==> src/enc_pkg.sv <==
package enc_pkg;
  // timing
  localparam int CLK_HZ = 10_000_000;
  localparam int GATE_1S_MS = 1000;
  localparam int GATE_100_MS = 100;
  localparam int GATE_10_MS = 10;
  localparam int CYC_1S = CLK_HZ / 1000 * GATE_1S_MS;
  localparam int CYC_100MS = CLK_HZ / 1000 * GATE_100_MS;
  localparam int CYC_10MS = CLK_HZ / 1000 * GATE_10_MS;
  localparam int SEC_PER_MIN = 60;
  localparam int STEPS_REV_LOG2 = 12;
  // parameter byte numbers and positions inside the extended block
  localparam logic [5:0] PRM_BASIS = 6'h1a;
  localparam logic [5:0] PRM_EXT_FIRST = 6'h1b;
  localparam logic [5:0] PRM_EXT_LAST = 6'h27;
  localparam int EXT_BYTES = 13;
  localparam int EXT_LOW = 0;
  localparam int EXT_UP = 4;
  localparam int EXT_IMP = 8;
  localparam int EXT_CFG = 12;
  // byte 26 bits
  localparam int B26_BASIS0 = 0;
  localparam int B26_BASIS1 = 1;
  localparam int B26_COMM = 2;
  localparam int B26_LOW_EN = 5;
  localparam int B26_UP_EN = 6;
  localparam int B26_EXT_EN = 7;
  // byte 39 bits
  localparam int B39_TYPE = 1;
  localparam int B39_TB0 = 4;
  localparam int B39_TB1 = 5;
  // input word layout
  localparam int POS_W = 25;
  localparam int ST_READY = 25;
  localparam int ST_MODE = 26;
  localparam int ST_LIMIT = 27;
  localparam int ST_DIR = 28;
  localparam logic [31:0] POS_LIMIT = 32'h02000000;
  localparam int PRESET_BIT = 31;
  // software registers
  localparam logic [7:0] REG_CTRL = 8'h00;
  localparam logic [7:0] REG_UNITS = 8'h04;
  localparam logic [7:0] REG_POSWORD = 8'h08;
  localparam logic [7:0] REG_SPEED = 8'h0c;
  localparam logic CTRL_RST = 1'h0;
  localparam logic [31:0] UNITS_RST = 32'h00000001;

  typedef enum logic [1:0] {
    TB_SEC = 2'h0,
    TB_100MS = 2'h1,
    TB_10MS = 2'h2,
    TB_RPM = 2'h3
  } tbase_e;

  typedef struct packed {
    logic we;
    logic re;
    logic [7:0] addr;
    logic [31:0] wdata;
  } bus_req_s;

  typedef struct packed {
    logic we;
    logic [5:0] idx;
    logic [7:0] data;
  } prm_wr_s;
endpackage : enc_pkg

==> src/pos_scaler.sv <==
`timescale 1ns/100ps
`default_nettype none
module pos_scaler #(
  parameter int POS_W = 25
) (
  input wire logic ref_clk, // clock
  input wire logic nrst, // async reset, low
  input wire logic up, // one raw step forward
  input wire logic dn, // one raw step back
  input wire logic phys_mode, // fractional scaling on
  input wire logic [31:0] units, // output steps per span
  input wire logic [31:0] phys, // raw steps per span
  input wire logic [POS_W-1:0] mask, // wrap mask
  input wire logic load, // preset strobe
  input wire logic [POS_W-1:0] load_val, // preset value
  output logic [POS_W-1:0] pos // scaled position
);
  typedef struct packed {
    logic [POS_W-1:0] pos;
    logic [31:0] acc;
  } sc_s;
  sc_s cur, nxt;

  // remainder accumulator; assumes units not above phys
  always_comb begin
    logic [32:0] s;
    s = {1'b0, cur.acc} + {1'b0, units};
    nxt = cur;
    if (load) begin
      nxt.pos = load_val;
      nxt.acc = 32'h0;
    end else if (up) begin
      if (phys_mode) begin
        if (s >= {1'b0, phys}) begin
          nxt.pos = cur.pos + 1'b1;
          nxt.acc = 32'(s - {1'b0, phys});
        end else begin
          nxt.acc = s[31:0];
        end
      end else begin
        nxt.pos = cur.pos + 1'b1;
      end
    end else if (dn) begin
      if (phys_mode) begin
        if (cur.acc >= units) begin
          nxt.acc = cur.acc - units;
        end else begin
          nxt.pos = cur.pos - 1'b1;
          nxt.acc = cur.acc + phys - units;
        end
      end else begin
        nxt.pos = cur.pos - 1'b1;
      end
    end
    nxt.pos = nxt.pos & mask;
  end

  always_ff @(posedge ref_clk or negedge nrst) begin
    if (!nrst) begin
      cur <= '0;
    end else begin
      cur <= nxt;
    end
  end

  assign pos = cur.pos;
endmodule : pos_scaler
`default_nettype wire

==> src/speed_meter.sv <==
`timescale 1ns/100ps
`default_nettype none
module speed_meter #(
  parameter int CYC_1S = enc_pkg::CYC_1S,
  parameter int CYC_100MS = enc_pkg::CYC_100MS,
  parameter int CYC_10MS = enc_pkg::CYC_10MS
) (
  input wire logic ref_clk, // clock
  input wire logic nrst, // async reset, low
  input wire logic up, // step forward
  input wire logic dn, // step back
  input wire enc_pkg::tbase_e tb, // time base
  output logic [15:0] speed // signed speed
);
  typedef struct packed {
    logic [23:0] gate;
    logic [23:0] cnt;
    logic [15:0] speed;
  } sm_s;
  sm_s cur, nxt;

  // gate length follows the time base; rpm uses the one second gate
  always_comb begin
    logic [23:0] last;
    logic [23:0] cnt_n;
    logic [31:0] rpm;
    last = 24'(CYC_1S - 1);
    cnt_n = 24'h0;
    rpm = 32'h0;
    unique case (tb)
      enc_pkg::TB_100MS: last = 24'(CYC_100MS - 1);
      enc_pkg::TB_10MS: last = 24'(CYC_10MS - 1);
      enc_pkg::TB_SEC, enc_pkg::TB_RPM: last = 24'(CYC_1S - 1);
    endcase
    cnt_n = cur.cnt + {23'h0, up} - {23'h0, dn};
    rpm = 32'(($signed(32'(signed'(cnt_n))) * enc_pkg::SEC_PER_MIN)
      >>> enc_pkg::STEPS_REV_LOG2);
    nxt = cur;
    nxt.gate = cur.gate + 24'h1;
    nxt.cnt = cnt_n;
    if (cur.gate >= last) begin
      nxt.gate = 24'h0;
      nxt.cnt = 24'h0;
      nxt.speed = (tb == enc_pkg::TB_RPM) ? rpm[15:0] : cnt_n[15:0];
    end
  end

  always_ff @(posedge ref_clk or negedge nrst) begin
    if (!nrst) begin
      cur <= '0;
    end else begin
      cur <= nxt;
    end
  end

  assign speed = cur.speed;
endmodule : speed_meter
`default_nettype wire

==> src/encoder_param_and_data_exchange.sv <==
// Local design decisions: the address-and-strobe port and the register offsets.
`timescale 1ns/100ps
`default_nettype none
module encoder_param_and_data_exchange #(
  parameter int CYC_1S = enc_pkg::CYC_1S,
  parameter int CYC_100MS = enc_pkg::CYC_100MS,
  parameter int CYC_10MS = enc_pkg::CYC_10MS,
  parameter int STEPS_REV_LOG2 = enc_pkg::STEPS_REV_LOG2
) (
  input wire logic ref_clk, // clock, 10 MHz
  input wire logic nrst, // async reset, low
  input wire enc_pkg::bus_req_s bus, // register access
  output logic [31:0] rdata, // read data, cycle after read
  input wire enc_pkg::prm_wr_s prm, // parameter byte write
  input wire logic prm_done, // parameter telegram complete
  input wire logic step_up, // raw disk step clockwise
  input wire logic step_dn, // raw disk step anticlockwise
  input wire logic data_req, // master asks for input data
  input wire logic out_valid, // master output word valid
  input wire logic [31:0] out_word, // master output word
  output logic [31:0] in_word, // position word to master
  output logic [15:0] in_speed, // speed word to master
  output logic in_valid // input words fresh
);
  localparam int PW = enc_pkg::POS_W;

  typedef struct packed {
    logic [enc_pkg::EXT_BYTES-1:0][7:0] ext;
    logic [7:0] b26;
    logic [enc_pkg::EXT_BYTES-1:0][7:0] ext_act;
    logic [7:0] b26_act;
    logic ready;
    logic dir;
    logic [31:0] units;
    logic [31:0] in_word;
    logic [15:0] in_speed;
    logic in_valid;
    logic [31:0] rdata;
  } core_s;
  core_s cur, nxt;

  logic [31:0] phys;
  logic [31:0] lower;
  logic [31:0] upper;
  logic [7:0] cfg39;
  logic phys_mode;
  logic commission;
  logic limit;
  logic up;
  logic dn;
  logic [PW-1:0] mask;
  logic [PW-1:0] pos;
  logic [15:0] speed;
  logic [31:0] word;
  enc_pkg::tbase_e tb;

  // decode of the applied parameter set
  assign phys = {cur.ext_act[enc_pkg::EXT_IMP], cur.ext_act[enc_pkg::EXT_IMP+1],
    cur.ext_act[enc_pkg::EXT_IMP+2], cur.ext_act[enc_pkg::EXT_IMP+3]};
  assign lower = {cur.ext_act[enc_pkg::EXT_LOW], cur.ext_act[enc_pkg::EXT_LOW+1],
    cur.ext_act[enc_pkg::EXT_LOW+2], cur.ext_act[enc_pkg::EXT_LOW+3]};
  assign upper = {cur.ext_act[enc_pkg::EXT_UP], cur.ext_act[enc_pkg::EXT_UP+1],
    cur.ext_act[enc_pkg::EXT_UP+2], cur.ext_act[enc_pkg::EXT_UP+3]};
  assign cfg39 = cur.ext_act[enc_pkg::EXT_CFG];
  // zero impulse count would divide by nothing, so it falls back to raw steps
  assign phys_mode = !cur.b26_act[enc_pkg::B26_BASIS0] && cur.b26_act[enc_pkg::B26_BASIS1]
    && (phys != 32'h0);
  assign commission = cur.b26_act[enc_pkg::B26_COMM];
  assign tb = enc_pkg::tbase_e'({cfg39[enc_pkg::B39_TB1], cfg39[enc_pkg::B39_TB0]});
  // single-turn wraps every revolution
  assign mask = cfg39[enc_pkg::B39_TYPE] ? {PW{1'b1}}
    : PW'((33'h1 << STEPS_REV_LOG2) - 33'h1);
  // counting direction swaps the raw steps before scaling
  assign up = cur.dir ? step_dn : step_up;
  assign dn = cur.dir ? step_up : step_dn;
  // a disabled limit never flags
  assign limit = (cur.b26_act[enc_pkg::B26_UP_EN] && ({7'h0, pos} > upper))
    || (cur.b26_act[enc_pkg::B26_LOW_EN] && ({7'h0, pos} < lower));

  // assembled input word; status bits fill bits 25 to 28, above the 25-bit position
  always_comb begin
    word = {7'h0, pos};
    word[enc_pkg::ST_READY] = cur.ready;
    word[enc_pkg::ST_MODE] = !commission;
    word[enc_pkg::ST_LIMIT] = limit;
    word[enc_pkg::ST_DIR] = cur.dir;
  end

  pos_scaler #(
    .POS_W(PW)
  ) u_scaler (
    .ref_clk(ref_clk),
    .nrst(nrst),
    .up(up),
    .dn(dn),
    .phys_mode(phys_mode),
    .units(cur.units),
    .phys(phys),
    .mask(mask),
    .load(out_valid && out_word[enc_pkg::PRESET_BIT]),
    .load_val(out_word[PW-1:0]),
    .pos(pos)
  );

  speed_meter #(
    .CYC_1S(CYC_1S),
    .CYC_100MS(CYC_100MS),
    .CYC_10MS(CYC_10MS)
  ) u_speed (
    .ref_clk(ref_clk),
    .nrst(nrst),
    .up(up),
    .dn(dn),
    .tb(tb),
    .speed(speed)
  );

  // parameter capture, register bus and cyclic answer
  always_comb begin
    logic [5:0] off;
    off = prm.idx - enc_pkg::PRM_EXT_FIRST;
    nxt = cur;
    if (prm.we) begin
      if (prm.idx == enc_pkg::PRM_BASIS) begin
        nxt.b26 = prm.data;
      end else if (prm.idx >= enc_pkg::PRM_EXT_FIRST && prm.idx <= enc_pkg::PRM_EXT_LAST) begin
        nxt.ext[off[3:0]] = prm.data;
      end
    end
    // the set only takes effect as a whole, at the end of the telegram
    if (prm_done) begin
      nxt.b26_act = cur.b26;
      nxt.ext_act = cur.b26[enc_pkg::B26_EXT_EN] ? cur.ext : '0;
      nxt.ready = 1'b1;
    end
    if (bus.we) begin
      if (bus.addr == enc_pkg::REG_CTRL) begin
        nxt.dir = bus.wdata[0];
      end else if (bus.addr == enc_pkg::REG_UNITS) begin
        nxt.units = bus.wdata;
      end
    end
    nxt.rdata = 32'h0;
    if (bus.re) begin
      unique case (bus.addr)
        enc_pkg::REG_CTRL: nxt.rdata = {31'h0, cur.dir};
        enc_pkg::REG_UNITS: nxt.rdata = cur.units;
        enc_pkg::REG_POSWORD: nxt.rdata = word;
        enc_pkg::REG_SPEED: nxt.rdata = {16'h0, speed};
        default: nxt.rdata = 32'h0;
      endcase
    end
    nxt.in_valid = 1'b0;
    if (data_req) begin
      nxt.in_word = word;
      nxt.in_speed = speed;
      nxt.in_valid = 1'b1;
    end
  end

  always_ff @(posedge ref_clk or negedge nrst) begin
    if (!nrst) begin
      cur <= '0;
      cur.dir <= enc_pkg::CTRL_RST;
      cur.units <= enc_pkg::UNITS_RST;
    end else begin
      cur <= nxt;
    end
  end

  assign rdata = cur.rdata;
  assign in_word = cur.in_word;
  assign in_speed = cur.in_speed;
  assign in_valid = cur.in_valid;

  // checks
  AST_EXT_IGNORED: assert property (@(posedge ref_clk) disable iff (!nrst)
    prm_done && !cur.b26[enc_pkg::B26_EXT_EN] |=> cur.ext_act == '0)
    else $error("extended bytes applied while disabled");
  AST_IMP_ORDER: assert property (@(posedge ref_clk) disable iff (!nrst)
    prm_done && cur.b26[enc_pkg::B26_EXT_EN] |=>
    phys == {$past(cur.ext[enc_pkg::EXT_IMP]), $past(cur.ext[enc_pkg::EXT_IMP+1]),
    $past(cur.ext[enc_pkg::EXT_IMP+2]), $past(cur.ext[enc_pkg::EXT_IMP+3])})
    else $error("impulse count byte order wrong");
  AST_BASIS: assert property (@(posedge ref_clk) disable iff (!nrst)
    phys_mode |-> !cur.b26_act[enc_pkg::B26_BASIS0] && cur.b26_act[enc_pkg::B26_BASIS1])
    else $error("impulse scaling outside its basis");
  AST_REQ_ANSWER: assert property (@(posedge ref_clk) disable iff (!nrst)
    data_req |=> in_valid && in_word[PW-1:0] == $past(pos))
    else $error("request not answered with position");
  AST_PRESET: assert property (@(posedge ref_clk) disable iff (!nrst)
    out_valid && out_word[enc_pkg::PRESET_BIT] |=> pos == ($past(out_word[PW-1:0]) & $past(mask)))
    else $error("preset not taken");
  AST_STATUS: assert property (@(posedge ref_clk) disable iff (!nrst)
    data_req |=> in_word[enc_pkg::ST_READY] == $past(cur.ready)
    && in_word[enc_pkg::ST_MODE] == !$past(commission))
    else $error("ready or mode flag wrong");
  AST_DIR_FLAG: assert property (@(posedge ref_clk) disable iff (!nrst)
    data_req |=> in_word[enc_pkg::ST_DIR] == $past(cur.dir))
    else $error("direction flag wrong");
  AST_LIMIT_FLAG: assert property (@(posedge ref_clk) disable iff (!nrst)
    data_req && cur.b26_act[enc_pkg::B26_UP_EN] && ({7'h0, pos} > upper)
    |=> in_word[enc_pkg::ST_LIMIT])
    else $error("limit flag missed above upper limit");
  AST_HIGH_ZERO: assert property (@(posedge ref_clk) disable iff (!nrst)
    in_valid |-> in_word[31:29] == 3'h0)
    else $error("top status bits not zero");
  AST_SPEED_WORD: assert property (@(posedge ref_clk) disable iff (!nrst)
    data_req |=> in_speed == $past(speed))
    else $error("speed word stale");
  // the wrap mask needs one cycle after a type change to trim the position
  AST_SINGLE_TURN: assert property (@(posedge ref_clk) disable iff (!nrst)
    !cfg39[enc_pkg::B39_TYPE] && !$past(cfg39[enc_pkg::B39_TYPE])
    |-> ({7'h0, pos} >> STEPS_REV_LOG2) == 32'h0)
    else $error("single-turn position beyond one revolution");

  // parameter application
  AST_EXT_APPLIED: assert property (@(posedge ref_clk) disable iff (!nrst)
    prm_done && cur.b26[enc_pkg::B26_EXT_EN] |=> cur.ext_act == $past(cur.ext))
    else $error("extended bytes not applied while enabled");
  AST_EXT_HELD: assert property (@(posedge ref_clk) disable iff (!nrst)
    !prm_done |=> $stable(cur.ext_act) && $stable(cur.b26_act))
    else $error("applied set changed without telegram end");
  AST_BASIS_ON: assert property (@(posedge ref_clk) disable iff (!nrst)
    !cur.b26_act[enc_pkg::B26_BASIS0] && cur.b26_act[enc_pkg::B26_BASIS1]
    && phys != 32'h0 |-> phys_mode)
    else $error("impulse basis not taken");
  AST_READY_SET: assert property (@(posedge ref_clk) disable iff (!nrst)
    prm_done |=> cur.ready)
    else $error("ready not set after parameters");
  AST_READY_KEEP: assert property (@(posedge ref_clk) disable iff (!nrst)
    cur.ready |=> cur.ready)
    else $error("ready dropped");

  // scaling and counting direction
  AST_PHYS_STEP: assert property (@(posedge ref_clk) disable iff (!nrst)
    phys_mode && up && !dn && !(out_valid && out_word[enc_pkg::PRESET_BIT])
    |=> pos == ($past(pos) & $past(mask)) || pos == (PW'($past(pos) + 1'b1) & $past(mask)))
    else $error("impulse scaling moved more than one step");
  AST_RAW_UP: assert property (@(posedge ref_clk) disable iff (!nrst)
    !phys_mode && up && !dn && !(out_valid && out_word[enc_pkg::PRESET_BIT])
    |=> pos == (PW'($past(pos) + 1'b1) & $past(mask)))
    else $error("raw step forward lost");
  AST_RAW_DOWN: assert property (@(posedge ref_clk) disable iff (!nrst)
    !phys_mode && dn && !up && !(out_valid && out_word[enc_pkg::PRESET_BIT])
    |=> pos == (PW'($past(pos) - 1'b1) & $past(mask)))
    else $error("raw step back lost");
  AST_PRESET_IGNORED: assert property (@(posedge ref_clk) disable iff (!nrst)
    out_valid && !out_word[enc_pkg::PRESET_BIT] && !up && !dn
    |=> pos == ($past(pos) & $past(mask)))
    else $error("output word without preset bit moved position");
  AST_MULTI_MASK: assert property (@(posedge ref_clk) disable iff (!nrst)
    cfg39[enc_pkg::B39_TYPE] |-> mask == {PW{1'b1}})
    else $error("multi-turn range cut");
  AST_SINGLE_MASK: assert property (@(posedge ref_clk) disable iff (!nrst)
    !cfg39[enc_pkg::B39_TYPE] |-> mask == PW'((1 << STEPS_REV_LOG2) - 1))
    else $error("single-turn wrap wrong");
  AST_DIR_SWAP: assert property (@(posedge ref_clk) disable iff (!nrst)
    cur.dir |-> up == step_dn && dn == step_up)
    else $error("anticlockwise counting not swapped");
  AST_DIR_KEEP: assert property (@(posedge ref_clk) disable iff (!nrst)
    !cur.dir |-> up == step_up && dn == step_dn)
    else $error("clockwise counting swapped");

  // time base decode
  AST_TB_SEC: assert property (@(posedge ref_clk) disable iff (!nrst)
    !cfg39[enc_pkg::B39_TB0] && !cfg39[enc_pkg::B39_TB1] |-> tb == enc_pkg::TB_SEC)
    else $error("seconds base not chosen");
  AST_TB_100MS: assert property (@(posedge ref_clk) disable iff (!nrst)
    cfg39[enc_pkg::B39_TB0] && !cfg39[enc_pkg::B39_TB1] |-> tb == enc_pkg::TB_100MS)
    else $error("100 ms base not chosen");
  AST_TB_10MS: assert property (@(posedge ref_clk) disable iff (!nrst)
    !cfg39[enc_pkg::B39_TB0] && cfg39[enc_pkg::B39_TB1] |-> tb == enc_pkg::TB_10MS)
    else $error("10 ms base not chosen");
  AST_TB_RPM: assert property (@(posedge ref_clk) disable iff (!nrst)
    cfg39[enc_pkg::B39_TB0] && cfg39[enc_pkg::B39_TB1] |-> tb == enc_pkg::TB_RPM)
    else $error("rpm base not chosen");

  // status word
  AST_MODE_BIT: assert property (@(posedge ref_clk) disable iff (!nrst)
    data_req |=> in_word[enc_pkg::ST_MODE] == !$past(cur.b26_act[enc_pkg::B26_COMM]))
    else $error("mode flag misplaced");
  AST_LIMIT_LOW: assert property (@(posedge ref_clk) disable iff (!nrst)
    data_req && cur.b26_act[enc_pkg::B26_LOW_EN] && ({7'h0, pos} < lower)
    |=> in_word[enc_pkg::ST_LIMIT])
    else $error("limit flag missed below lower limit");
  AST_LIMIT_IN: assert property (@(posedge ref_clk) disable iff (!nrst)
    data_req && (!cur.b26_act[enc_pkg::B26_UP_EN] || ({7'h0, pos} <= upper))
    && (!cur.b26_act[enc_pkg::B26_LOW_EN] || ({7'h0, pos} >= lower))
    |=> !in_word[enc_pkg::ST_LIMIT])
    else $error("limit flag set inside window");

  // cyclic exchange and register bus
  AST_VALID_PULSE: assert property (@(posedge ref_clk) disable iff (!nrst)
    !data_req |=> !in_valid)
    else $error("answer without request");
  AST_WORD_HOLD: assert property (@(posedge ref_clk) disable iff (!nrst)
    !data_req |=> $stable(in_word) && $stable(in_speed))
    else $error("input words moved between requests");
  AST_RDATA_IDLE: assert property (@(posedge ref_clk) disable iff (!nrst)
    !bus.re |=> rdata == 32'h0)
    else $error("read data outside read cycle");
  AST_RD_WORD: assert property (@(posedge ref_clk) disable iff (!nrst)
    bus.re && bus.addr == enc_pkg::REG_POSWORD |=> rdata == $past(word))
    else $error("position word read wrong");
  AST_RD_UNITS: assert property (@(posedge ref_clk) disable iff (!nrst)
    bus.re && bus.addr == enc_pkg::REG_UNITS |=> rdata == $past(cur.units))
    else $error("units read wrong");
  AST_WR_RO: assert property (@(posedge ref_clk) disable iff (!nrst)
    bus.we && bus.addr == enc_pkg::REG_POSWORD |=> $stable(cur.units) && $stable(cur.dir))
    else $error("read-only write changed state");

  // coverage of the main scenarios
  COV_EXT_ON: cover property (@(posedge ref_clk) disable iff (!nrst)
    prm_done && cur.b26[enc_pkg::B26_EXT_EN]);
  COV_PHYS_STEP: cover property (@(posedge ref_clk) disable iff (!nrst)
    phys_mode && up ##1 $changed(pos));
  COV_PRESET: cover property (@(posedge ref_clk) disable iff (!nrst)
    out_valid && out_word[enc_pkg::PRESET_BIT] ##1 data_req);
  COV_RPM: cover property (@(posedge ref_clk) disable iff (!nrst)
    tb == enc_pkg::TB_RPM && in_valid);
  COV_LIMIT: cover property (@(posedge ref_clk) disable iff (!nrst)
    in_valid && in_word[enc_pkg::ST_LIMIT]);
endmodule : encoder_param_and_data_exchange
`default_nettype wire

==> config.mk <==
export PLATFORM = sky130hd
export DESIGN_NAME = encoder_param_and_data_exchange
export DESIGN_NICKNAME = d
export VERILOG_FILES = /design/src/enc_pkg.sv /design/src/pos_scaler.sv /design/src/speed_meter.sv /design/src/encoder_param_and_data_exchange.sv
export SDC_FILE = /design/constraint.sdc
export NUM_CORES = 1
export LEC_CHECK = 0
export BUFFER_PORTS_ARGS = -buffer_cell sky130_fd_sc_hd__buf_2
export CORE_ASPECT_RATIO = 0.8
export CORE_MARGIN = 4
export CORE_UTILIZATION = 35
export DETAILED_ROUTE_END_ITERATION = 8
export MAX_ROUTING_LAYER = met4
export PLACE_DENSITY = 0.57
export SYNTH_ARGS = -nofsm -noshare
export SYNTH_HDL_FRONTEND = slang
export SYNTH_SLANG_ARGS = --single-unit
==> constraint.sdc <==
create_clock -name ref_clk -period 15.9 [get_ports ref_clk]
set_clock_uncertainty 0.15 [all_clocks]
set_input_delay 1.59 -clock ref_clk [delete_from_list [all_inputs] [get_ports ref_clk]]
set_output_delay 1.59 -clock ref_clk [all_outputs]
set_load 0.005 [all_outputs]
After elaboration in Yosys (flattened, before gate mapping)
Index checks and enable logic that the tools add are counted.

Flip-flop bits (word level): 454. Word-level logic and storage cells: 117. Output and inout bits: 81. Bits of input ports: 96.

Bitwise logic cells: 3. $mul: 1. Mux-type cells: 24. Equality and inequality tests: 9. $add $sub $neg: 11. Magnitude comparators: 9. Reductions and logical operators: 20.

Operators with widths (number): $mux 57 (3); $mux 32 (5); $pmux 32 s4 (1); $mux 25 (5); $bwmux 104 (1); $mux 102 (1); $sub 32x32->32 (3); $pmux 24 s3 (1); $mux 64 (1); $add 32x32->33 (1); $ge 33x32->1 (1); $add 32x32->32 (1); $demux 8 s4 (1); $ge 32x32->1 (1); $gt 25x32->1 (1); $lt 25x32->1 (1); $reduce_bool 32->1 (1); $mul 24x5->26 const B (1); $add 25x1->25 const B (1); $and 25x25->25 (1); $sub 25x1->25 const B (1); $add 24x1->24 (1); $add 24x1->24 const B (1); $ge 24x24->1 (1); other kinds (25) (41).

Depth between registers and ports, before layout
Gate-level depths: netlist (run 1).

Depth in word-level cells: 8. Mapped depth: 33. Mapped depth without buffers: 32.

Cells and area by module
A second synthesis (run 1) with hierarchy kept.

Cell total of the unflattened synthesis: 3685. Area, all modules: 33549.7 µm².

Modules (own cells, without submodules): encoder_param_and_data_exchange (instances 1, sequential area each 8034.0 µm², area each 14451.4 µm², cells each 1224); pos_scaler (instances 1, sequential area each 1426.4 µm², area each 12438.2 µm², cells each 1703); speed_meter (instances 1, sequential area each 1601.5 µm², area each 6660.1 µm², cells each 758).

Least setup slack after synthesis (run 1)
OpenSTA, ideal clock, no wires.

Path type: input to register. Start point: input port step_dn. End point: register u_speed.cur, in the netlist u_speed.speed[15]. Required time: 15673 ps. Path slack: 7436 ps. Library setup time: 77 ps. Cell stages on the path: 30. Arrival: 8236 ps. Buffers on the path: 0. Cells stage by stage: mux2i_1 -> inv_2 -> ha_1 -> fa_1 -> a21oi_1 -> nor2_1 -> o311a_1 -> or2_2 -> a21o_1 -> a21oi_1 -> xor2_1 -> inv_1 -> ha_1 -> ha_1 -> xnor2_1 -> fa_1 -> inv_1 -> ha_1 -> a21o_1 -> a21o_1 -> a21oi_1 -> o21bai_1 -> a31o_2 -> a21oi_1 -> o31ai_1 -> a21oi_1 -> xnor3_1 -> xnor2_1 -> nand2_1 -> a21oi_1.

Cells in the longest elaborated chain, start to end: 5. Elaborated cells on any way between the ends: 6. Those cells by class: add/sub (2); mul (1); mux (3).

Ends and longest elaborated chain: start, declared (RTL line encoder_param_and_data_exchange.sv:17) `input wire logic step_dn,`; $mux 1 (RTL line encoder_param_and_data_exchange.sv:74) `assign up = cur.dir ? step_dn : step_up;`; $add 24x1->24 (RTL line speed_meter.sv:35) `cnt_n = cur.cnt + {23'h0, up} - {23'h0, dn};`; $sub 24x1->24 * (RTL line speed_meter.sv:35); $mul 24x5->26 (RTL line speed_meter.sv:36) `rpm = 32'(($signed(32'(signed'(cnt_n))) * enc_pkg::SEC_PER_MIN)`; $mux 16 * (RTL line speed_meter.sv:44) `nxt.speed = (tb == enc_pkg::TB_RPM) ? rpm[15:0] : cnt_n[15:0];`; end signal, assigned (RTL line speed_meter.sv:52) `cur <= nxt;`; end, declared (RTL line speed_meter.sv:20) `sm_s cur, nxt;`.

Mark *: on every way between the ends. The rest lies on a longest branch, timed or not. A chain may end at the register's enable or synchronous reset.

Final worst setup path (run 1)
Start point: input port step_up. End point: register u_speed.cur, in the netlist u_speed.speed[15].

Cells in the longest elaborated chain, start to end: 5. Elaborated cells on any way between the ends: 6. Those cells by class: add/sub (2); mul (1); mux (3).

Ends and longest elaborated chain: start, declared (RTL line encoder_param_and_data_exchange.sv:16) `input wire logic step_up,`; $mux 1 (RTL line encoder_param_and_data_exchange.sv:74); $add 24x1->24 (RTL line speed_meter.sv:35); $sub 24x1->24 * (RTL line speed_meter.sv:35); $mul 24x5->26 (RTL line speed_meter.sv:36); $mux 16 * (RTL line speed_meter.sv:44).

Marks and branches as above.

==> results of run 1 <==
cell families (layout without fill, tap and decap cells):
| group | count (synthesis) | after routing | synth area share |
|---|---|---|---|
| xor gates and xnor gates | 201 | 201 | 0.0556 |
| AOI/OAI and AO/OA | 784 | 784 | 0.156 |
| DFF | 442 | 442 | 0.346 |
| muxes | 216 | 216 | 0.0761 |
| other | 1 | 9 | 0.000117 |
| and+or+nand+nor | 855 | 855 | 0.128 |
| buffers and inverters | 639 | 707 | 0.0858 |
| adders and majority gates | 343 | 343 | 0.151 |
per-stage QoR:
stage               setup slack (ns)   util
CTS                             7.03  0.392
floorplan                       7.44      -
global placement                6.47  0.371
detailed placement              6.36  0.371
finish                          6.94  0.392
global route                    6.47  0.392
registers in the layout, indices dropped and copies added, names as in the netlist:
| name | count |
|---|---|
| cur | 239 |
| u_speed.cur | 48 |
| rdata | 32 |
| u_scaler.cur | 32 |
| in_word | 29 |
| u_scaler.pos | 25 |
| in_speed | 16 |
| u_speed.speed | 16 |
| cfg39 | 3 |
| commission | 1 |
| in_valid | 1 |
worst min-delay path by stage:
stage,slack (ns),from,to,cells past startpoint
finish,0.33,u_speed.cur[40],u_speed.cur[40],1
detailed placement,0.32,u_speed.cur[40],u_speed.cur[40],1
CTS,0.33,u_speed.cur[40],u_speed.cur[40],1
global placement,0.33,u_speed.cur[40],u_speed.cur[40],1
global route,0.36,in_word[15],in_word[15],1
floorplan,0.30,commission,in_word[26],1
final cells by class:
type                    instances  area share
inverters                     416      0.0443
repair buffers                194      0.0300
clock inverters                27     0.00998
clock buffers                  70      0.0426
flip-flops and latches        442       0.314
well taps                    1200      0.0426
diodes                          6    0.000426
multi-input cells            2402       0.516
cells in the final DEF, fill, tap and decap left out, types with 15 or more instances in the layout:
cell type,instances
a211oi_1,27
a21o_1,70
a21oi_1,224
a22oi_1,37
a31oi_1,21
and3_1,28
buf_2,165
buf_4,27
clkbuf_16,53
dfrtp_1,440
fa_1,72
ha_1,271
inv_1,415
mux2_2,205
nand2_1,158
nand2b_1,34
nand3_1,141
nand4_1,30
nor2_1,289
nor2b_1,30
nor3_1,46
nor4_1,20
o21a_1,25
o21ai_0,205
o21bai_1,23
o31ai_1,15
or3_1,17
xnor2_1,138
xor2_1,62
synth_stat cells, types with 21 or more instances:
master      n
dfrtp_1   441
inv_1     415
nor2_1    290
ha_1      271
a21oi_1   224
mux2_2    205
o21ai_0   205
nand2_1   159
nand3_1   141
xnor2_1   138
clkbuf_1  104
buf_4      82
fa_1       72
a21o_1     71
xor2_1     62
nor3_1     47
a22oi_1    37
nand2b_1   34
nand4_1    30
nor2b_1    30
and3_1     28
a211oi_1   27
o21a_1     25
o21bai_1   23
a31oi_1    21
buf_2      21
metal layers:
layer,vias up,global-route usage,part of all wire
met5,-,-,0
met4,0,0.0479,0.022
met3,124,0.0461,0.080
met2,794,0.296,0.42
met1,12400,0.299,0.48
li1,12000,-,-
==> flow_summary.ini, run 1 <==
[clock_tree]
cts_max_level = 2
cts_setup_buffers = 0
cts-root-buf = clkbuf_16
clock-sinks = 442
clock_path_buffers = 3
clk_pin_slew_ns = 0.06
hold_buffers = 0
numCtsBuffers = 52
clock_latency_ns = 0.63
ctsResizeCount = 0
cts_tree = done

[synthesis]
yosysUniqueCellTypes = 91
synthFlopType = dfrtp_1
yosys.area.top_type_share = 0.346
synth_largest_area_cell = dfrtp_1
ys_ff_latch = 442
syn-instance-count = 3481
synthTopCellsByArea = dfrtp_1, ha_1, mux2_2, inv_1, fa_1
avgSynthCellArea_sq_um = 9.17
yosysWarnings = 0
synth-async-reset-ratio = 1.00
ys_seq_area_frac = 0.346
synth_area_sq_um = 31900
synth_edf_count = 0

[global_route]
first_global_vias = 24200
grt_max_degree = 127
grt_antenna_before_repair = 12
grt_remaining_overflow = 0
grt_pass1_wl_um = 151000
gr-usage-all-layers = 0.208

[layout]
nNetsFinal = 3947
n_fill_cell = 9007
seq_area_sq_um = 11100
fin_area_sq_um = 35200
drive_gt1_frac = 0.152
layout.cells.non_filler = 4757
syn_to_final_growth_pct = 10.3
multiInputGateArea_sq_um = 18200

[worst_setup_path]
crit_family = compound AO/OA/AOI/OAI gates
critical_path.slowest_cell = xor2_1
cp_num_buf_inv = 5
crit_path_frequent_cell = a21oi_1
crit_fanout = 6
max_stage_delay_ns = 0.64
reg2reg_depth = 32
worstReg2RegStart = cur[113]
arrival_ns = 9.37
crit_path_end_kind = flop
start_kind = input pin
worstSetupEndpoint = u_speed.speed[15]
crit_required_ns = 16.31
r2r_setup_slack_ns = 7.06
critical_path_depth = 33
startpoint = step_up
r2r-end = u_speed.speed[15]
worst-setup-path-type = in -> reg

[worst_hold_path]
hold_class = reg -> reg

[detailed_routing]
viasPerCell = 5.31
post-route-drc-count = 0
post_drt_wl_per_cell_um = 20.7
drt_iter0_markers = 2046
antenna_left = 0
num_vias = 25300
first_pass_iters = 5
wl_um = 98500

[timing]
clock.fmax_mhz = 112
worstMarginPinSlew_ns = 1.17
min_period_over_period = 0.563
setup_violations = 0
hold_viol = 0
drv_slew = 0
rsz0062_at_grt = no
setup_tns_ns = 0
slew_headroom = 0.219
period_needed_ns = 8.96
worst_hold_slack_ns = 0.333

[die]
rows = 98
coreArea_sq_um = 89900
die_x_um = 346
ios = 177
die_y_um = 278
initial_utilization = 0.355
design.die.area_sq_um = 96100

[placed_design]
hpwl_um = 73500
dp_cells = 4654
place_congestion = 0.918
portBuffers = 167
postPlaceCellArea_sq_um = 33300

[job]
cap_viol_max_count = 0

[run_status]
outcome = completed
Power of run 1 is left out: the tool's default activity adds up to more than one toggle a clock period on the data nets, which glitch-free logic cannot reach.
==> run 2, diff against run 1 <==
--- a/config.mk
+++ b/config.mk
@@ -11,7 +11,7 @@
 export CORE_UTILIZATION = 35
 export DETAILED_ROUTE_END_ITERATION = 8
 export MAX_ROUTING_LAYER = met4
-export PLACE_DENSITY = 0.57
+export PLACE_DENSITY = 0.58
 export SYNTH_ARGS = -nofsm -noshare
 export SYNTH_HDL_FRONTEND = slang
 export SYNTH_SLANG_ARGS = --single-unit
==> constraint.sdc (replaced) <==
create_clock -name ref_clk -period 7.9 [get_ports ref_clk]
set_clock_uncertainty 0.15 [all_clocks]
set_input_delay 0.79 -clock ref_clk [delete_from_list [all_inputs] [get_ports ref_clk]]
set_output_delay 0.79 -clock ref_clk [all_outputs]
set_load 0.005 [all_outputs]
==> run 2 against run 1 <==
Net effect: register-to-register slack worse by 6.5 ns; worst hold slack worse by 0.32 ns; clock-buffer cell count is 3 lower; die area stayed put; critical path type is now reg -> reg; critical endpoint unchanged; highest routed layer unchanged.
==> flow_summary.ini, run 2 (same netlist as run 1, synthesis figures left out) <==
[timing]
slew_headroom = 0.198
hold_viol = 0
rsz0062_at_grt = no
min_period_over_period = 0.928
setup_tns_ns = 0
period_needed_ns = 7.33
clock.fmax_mhz = 136
drv_slew = 0
setup_violations = 0
worstMarginPinSlew_ns = 1.19

[die]
rows = 98
die_y_um = 278
ios = 177
initial_utilization = 0.355
design.die.area_sq_um = 96100
coreArea_sq_um = 89900
die_x_um = 346

[layout]
largest_register_ffs = 239
n_fill_cell = 8943
final_common_cell = dfrtp_1
mostFrequentLayoutCells = dfrtp_1, inv_1, nor2_1
seq_area_sq_um = 11100
nNetsFinal = 3983
syn_to_final_growth_pct = 11.2
drive_gt1_frac = 0.161
multiInputGateArea_sq_um = 18200
reg_top3 = cur (239), u_speed.cur (48)
top_register = cur

[worst_setup_path]
crit_fanout = 3
worst-setup-path-type = reg -> reg
arrival_ns = 7.71
start_kind = flop
cp_num_buf_inv = 6
crit_family = adder cells
max_stage_delay_ns = 0.54
critical_path.slowest_cell = or4_1
crit_required_ns = 8.28
crit_path_end_kind = flop
crit_path_frequent_cell = inv_1

[clock_tree]
ctsResizeCount = 0
cts_setup_buffers = 0
clk_pin_slew_ns = 0.06
hold_buffers = 0
cts-root-buf = clkbuf_16
clock-sinks = 442
numCtsBuffers = 52
cts_max_level = 2
clock_latency_ns = 0.63
cts_tree = done
clock_path_buffers = 3

[detailed_routing]
viasPerCell = 5.28
wl_um = 98400
post_drt_wl_per_cell_um = 20.5
num_vias = 25300
antenna_left = 0
drt_iter0_markers = 2165
first_pass_iters = 5
post-route-drc-count = 0

[placed_design]
portBuffers = 167
hpwl_um = 73900
place_congestion = 0.936

[global_route]
gr-usage-all-layers = 0.206
grt_max_degree = 155
first_global_vias = 24300
grt_pass1_wl_um = 151000
grt_antenna_before_repair = 8
grt_remaining_overflow = 0

[run_status]
outcome = completed

[job]
cap_viol_max_count = 0

[worst_hold_path]
hold_class = in -> async
## run 2: changes by cell type in the layout (fill, tap and decap cells not counted), sizes merged
cell and delta:
clkinvlp -1, inv +1, clkbuf -3, buf +36, clkinv +4, diode +3
## run 2: layer usage
metal  up-vias  part of all wire  wire [um]  track usage
met1     12400              0.50      48900        0.309
met4         0             0.016       1570       0.0372
li1      12000                 -          -            -
met2       780              0.41      40800        0.294
met3       100             0.073       7180       0.0351
met5         -                 0          0            -
## run 2: metrics by stage
stage | area, sq um | hold WS, ns | setup slack [ns] | utilization | cells
2_1_floorplan | 31900 | 0.295 | 0.236 | - | 3483
3_3_place_gp | 33600 | 0.325 | 0.104 | 0.374 | 4690
3_5_place_dp | 33600 | 0.324 | 0.0623 | 0.374 | 4690
4_1_cts | 35500 | 0.0653 | 0.519 | 0.395 | 4788
5_1_grt | 35500 | 0.0792 | 0.0785 | 0.395 | 4795
6_report | 35500 | 0.0150 | 0.566 | 0.395 | 4797
## run 2: path summary, 6_finish.rpt
check                           startpoint  cells past startpoint  slack (ns)           endpoint
max                               cur[113]                     31        0.57  u_speed.speed[15]
max reg2reg                       cur[113]                     31        0.57  u_speed.speed[15]
min in group ref_clk           out_word[8]                      3        0.23    u_scaler.pos[8]
min reg2reg                u_speed.cur[40]                      1        0.33    u_speed.cur[40]
min                                   nrst                      1        0.02        in_word[21]
max in group asynchronous             nrst                      2        6.08            cur[91]
## run 2: layout make-up
type / count / share of cell area
multi-input cells: 2402 / 0.512
diodes: 9 / 0.000635
inverters: 416 / 0.0440
clock buffers: 67 / 0.0411
repair buffers: 230 / 0.0380
flip-flops and latches: 442 / 0.312
clock inverters: 31 / 0.0102
well taps: 1200 / 0.0423
## run 2: worst reg2reg max path: cells and delay by family, from the launching register on
family,cells,cell delay (ns)
and+or+nand+nor,5,0.90
buffers and inverters,6,0.50
xor gates and xnor gates,3,0.76
DFF,1,0.37
muxes,1,0.23
adders and majority gates,7,2.40
AOI/OAI and AO/OA,9,1.95
Power of run 2 is left out for the same reason.
==> run 3, diff against run 2 <==
--- a/config.mk
+++ b/config.mk
@@ -12,6 +12,7 @@
 export DETAILED_ROUTE_END_ITERATION = 8
 export MAX_ROUTING_LAYER = met4
 export PLACE_DENSITY = 0.58
+export RECOVER_POWER = 25
 export SYNTH_ARGS = -nofsm -noshare
 export SYNTH_HDL_FRONTEND = slang
 export SYNTH_SLANG_ARGS = --single-unit
==> run 3 against run 2 <==
Net effect: the flow now finishes with violations (capacitance limit, slew limit); utilization about the same; first-iteration DRC count decreased by 1.9%; flip-flop and latch count unchanged; design area about the same; worst setup slack got worse by 0.0048 ns; final cell count unchanged; worst hold slack improved by 0.22 ns; sequential share of layout area about the same; non-clock buffer count unchanged.
==> flow_summary.ini, run 3 (same netlist as run 1, synthesis figures left out) <==
[run_status]
outcome = complete, but fails checks
violations = capacitance limit, slew limit

[timing]
slew_headroom = -2.77
min_period_over_period = 0.929
period_needed_ns = 7.34
clock.fmax_mhz = 136
setup_violations = 0
setup_tns_ns = 0
drv_slew = 245
worstMarginPinSlew_ns = 5.66
hold_viol = 0
rsz0062_at_grt = no

[placed_design]
portBuffers = 167
place_congestion = 0.936
hpwl_um = 73900

[detailed_routing]
num_vias = 25300
wl_met2_um = 40800
met3_length_um = 7290
wl_um = 98600
drt_iter0_markers = 2123
antenna_left = 0
post-route-drc-count = 0
wl_met1_um = 48800
top_layer = met4
viasPerCell = 5.28
post_drt_wl_per_cell_um = 20.5
first_pass_iters = 8

[worst_setup_path]
r2r_setup_slack_ns = 0.56
critical_path.slowest_cell = or4_1
crit_path_frequent_cell = inv_1
reg2reg_depth = 31
max_stage_delay_ns = 0.54
startpoint = cur[113]
crit_fanout = 3
start_kind = flop
crit_required_ns = 8.28
r2r-end = u_speed.speed[15]
worst-setup-path-type = reg -> reg
arrival_ns = 7.72
worstReg2RegStart = cur[113]
crit_path_end_kind = flop

[worst_hold_path]
holdPathStages = 3
hold_class = in -> reg
holdPathEnd = u_scaler.pos[8]
min-delay-start = out_word[8]

[global_route]
grt_antenna_before_repair = 8
grt_pass1_wl_um = 151000
grt_remaining_overflow = 0
grt_max_degree = 155
first_global_vias = 24300
gr-usage-all-layers = 0.206

[die]
die_y_um = 278
rows = 98
initial_utilization = 0.355
design.die.area_sq_um = 96100
die_x_um = 346
ios = 177
coreArea_sq_um = 89900

[clock_tree]
clock_latency_ns = 0.63
hold_buffers = 0
cts_max_level = 2
cts-root-buf = clkbuf_16
clock-sinks = 442
cts_tree = done
clk_pin_slew_ns = 0.06
cts_setup_buffers = 0
numCtsBuffers = 52
clock_path_buffers = 3

[layout]
nNetsFinal = 3983
drive_gt1_frac = 0.160
mostFrequentLayoutCells = dfrtp_1, inv_1, nor2_1
largest_register_ffs = 239
syn_to_final_growth_pct = 11.1
reg_top3 = cur (239), u_speed.cur (48)
top_register = cur
final_common_cell = dfrtp_1

[job]
cap_viol_max_count = 3
run 3: cell count changes in the layout (fill, tap and decap cells not counted):
cell,delta
buf_2,-1
buf_4,-1
buf_6,-1
buf_8,-1
clkbuf_1,+4
run 3: how the worst max path moves through the flow:
stage                              to  slack, ns  cells after the start
floorplan           u_speed.speed[15]       0.24                     30
global placement    u_speed.speed[15]       0.10                     32
detailed placement  u_speed.speed[15]       0.06                     34
CTS                 u_speed.speed[15]       0.52                     33
global route        u_speed.speed[11]       0.08                     34
finish              u_speed.speed[15]       0.56                     31
run 3: critical path, delay by kind of cell, from the launching register on:
kind,cells,cell delay (ns)
AOI/OAI and AO/OA,9,1.96
xor gates and xnor gates,3,0.76
adders and majority gates,7,2.39
buffers and inverters,6,0.51
DFF,1,0.37
muxes,1,0.23
and+or+nand+nor,5,0.90
run 3: what timing repair did:
action,4_1_cts,5_1_grt
endpoints found under the setup margin,0,1
resized for setup,0,1
endpoints found under the hold margin,0,0
run 3: area by class of cell:
type                    instances  area [sq um]
diodes                          9          22.5
clock buffers                  67          1460
clock inverters                31           362
fillers                      8945         54400
inverters                     416          1560
multi-input cells            2402         18200
flip-flops and latches        442         11100
well taps                    1200          1500
repair buffers                230          1330
run 3: through the flow:
stage               cell area, sq um  std cells   util  hold slack (ns)  setup slack (ns)
finish                         35500       4797  0.395            0.232             0.561
global route                   35500       4795  0.395            0.236            0.0785
CTS                            35500       4788  0.395           0.0653             0.519
detailed placement             33600       4690  0.374            0.324            0.0623
global placement               33600       4690  0.374            0.325             0.104
floorplan                      31900       3483      -            0.295             0.236
run 3: per-layer routing:
layer,vias up,track usage
li1,12000,-
met1,12400,0.309
met2,773,0.294
met3,101,0.0351
met4,0,0.0372
met5,-,-
Power of run 3 is left out for the same reason.
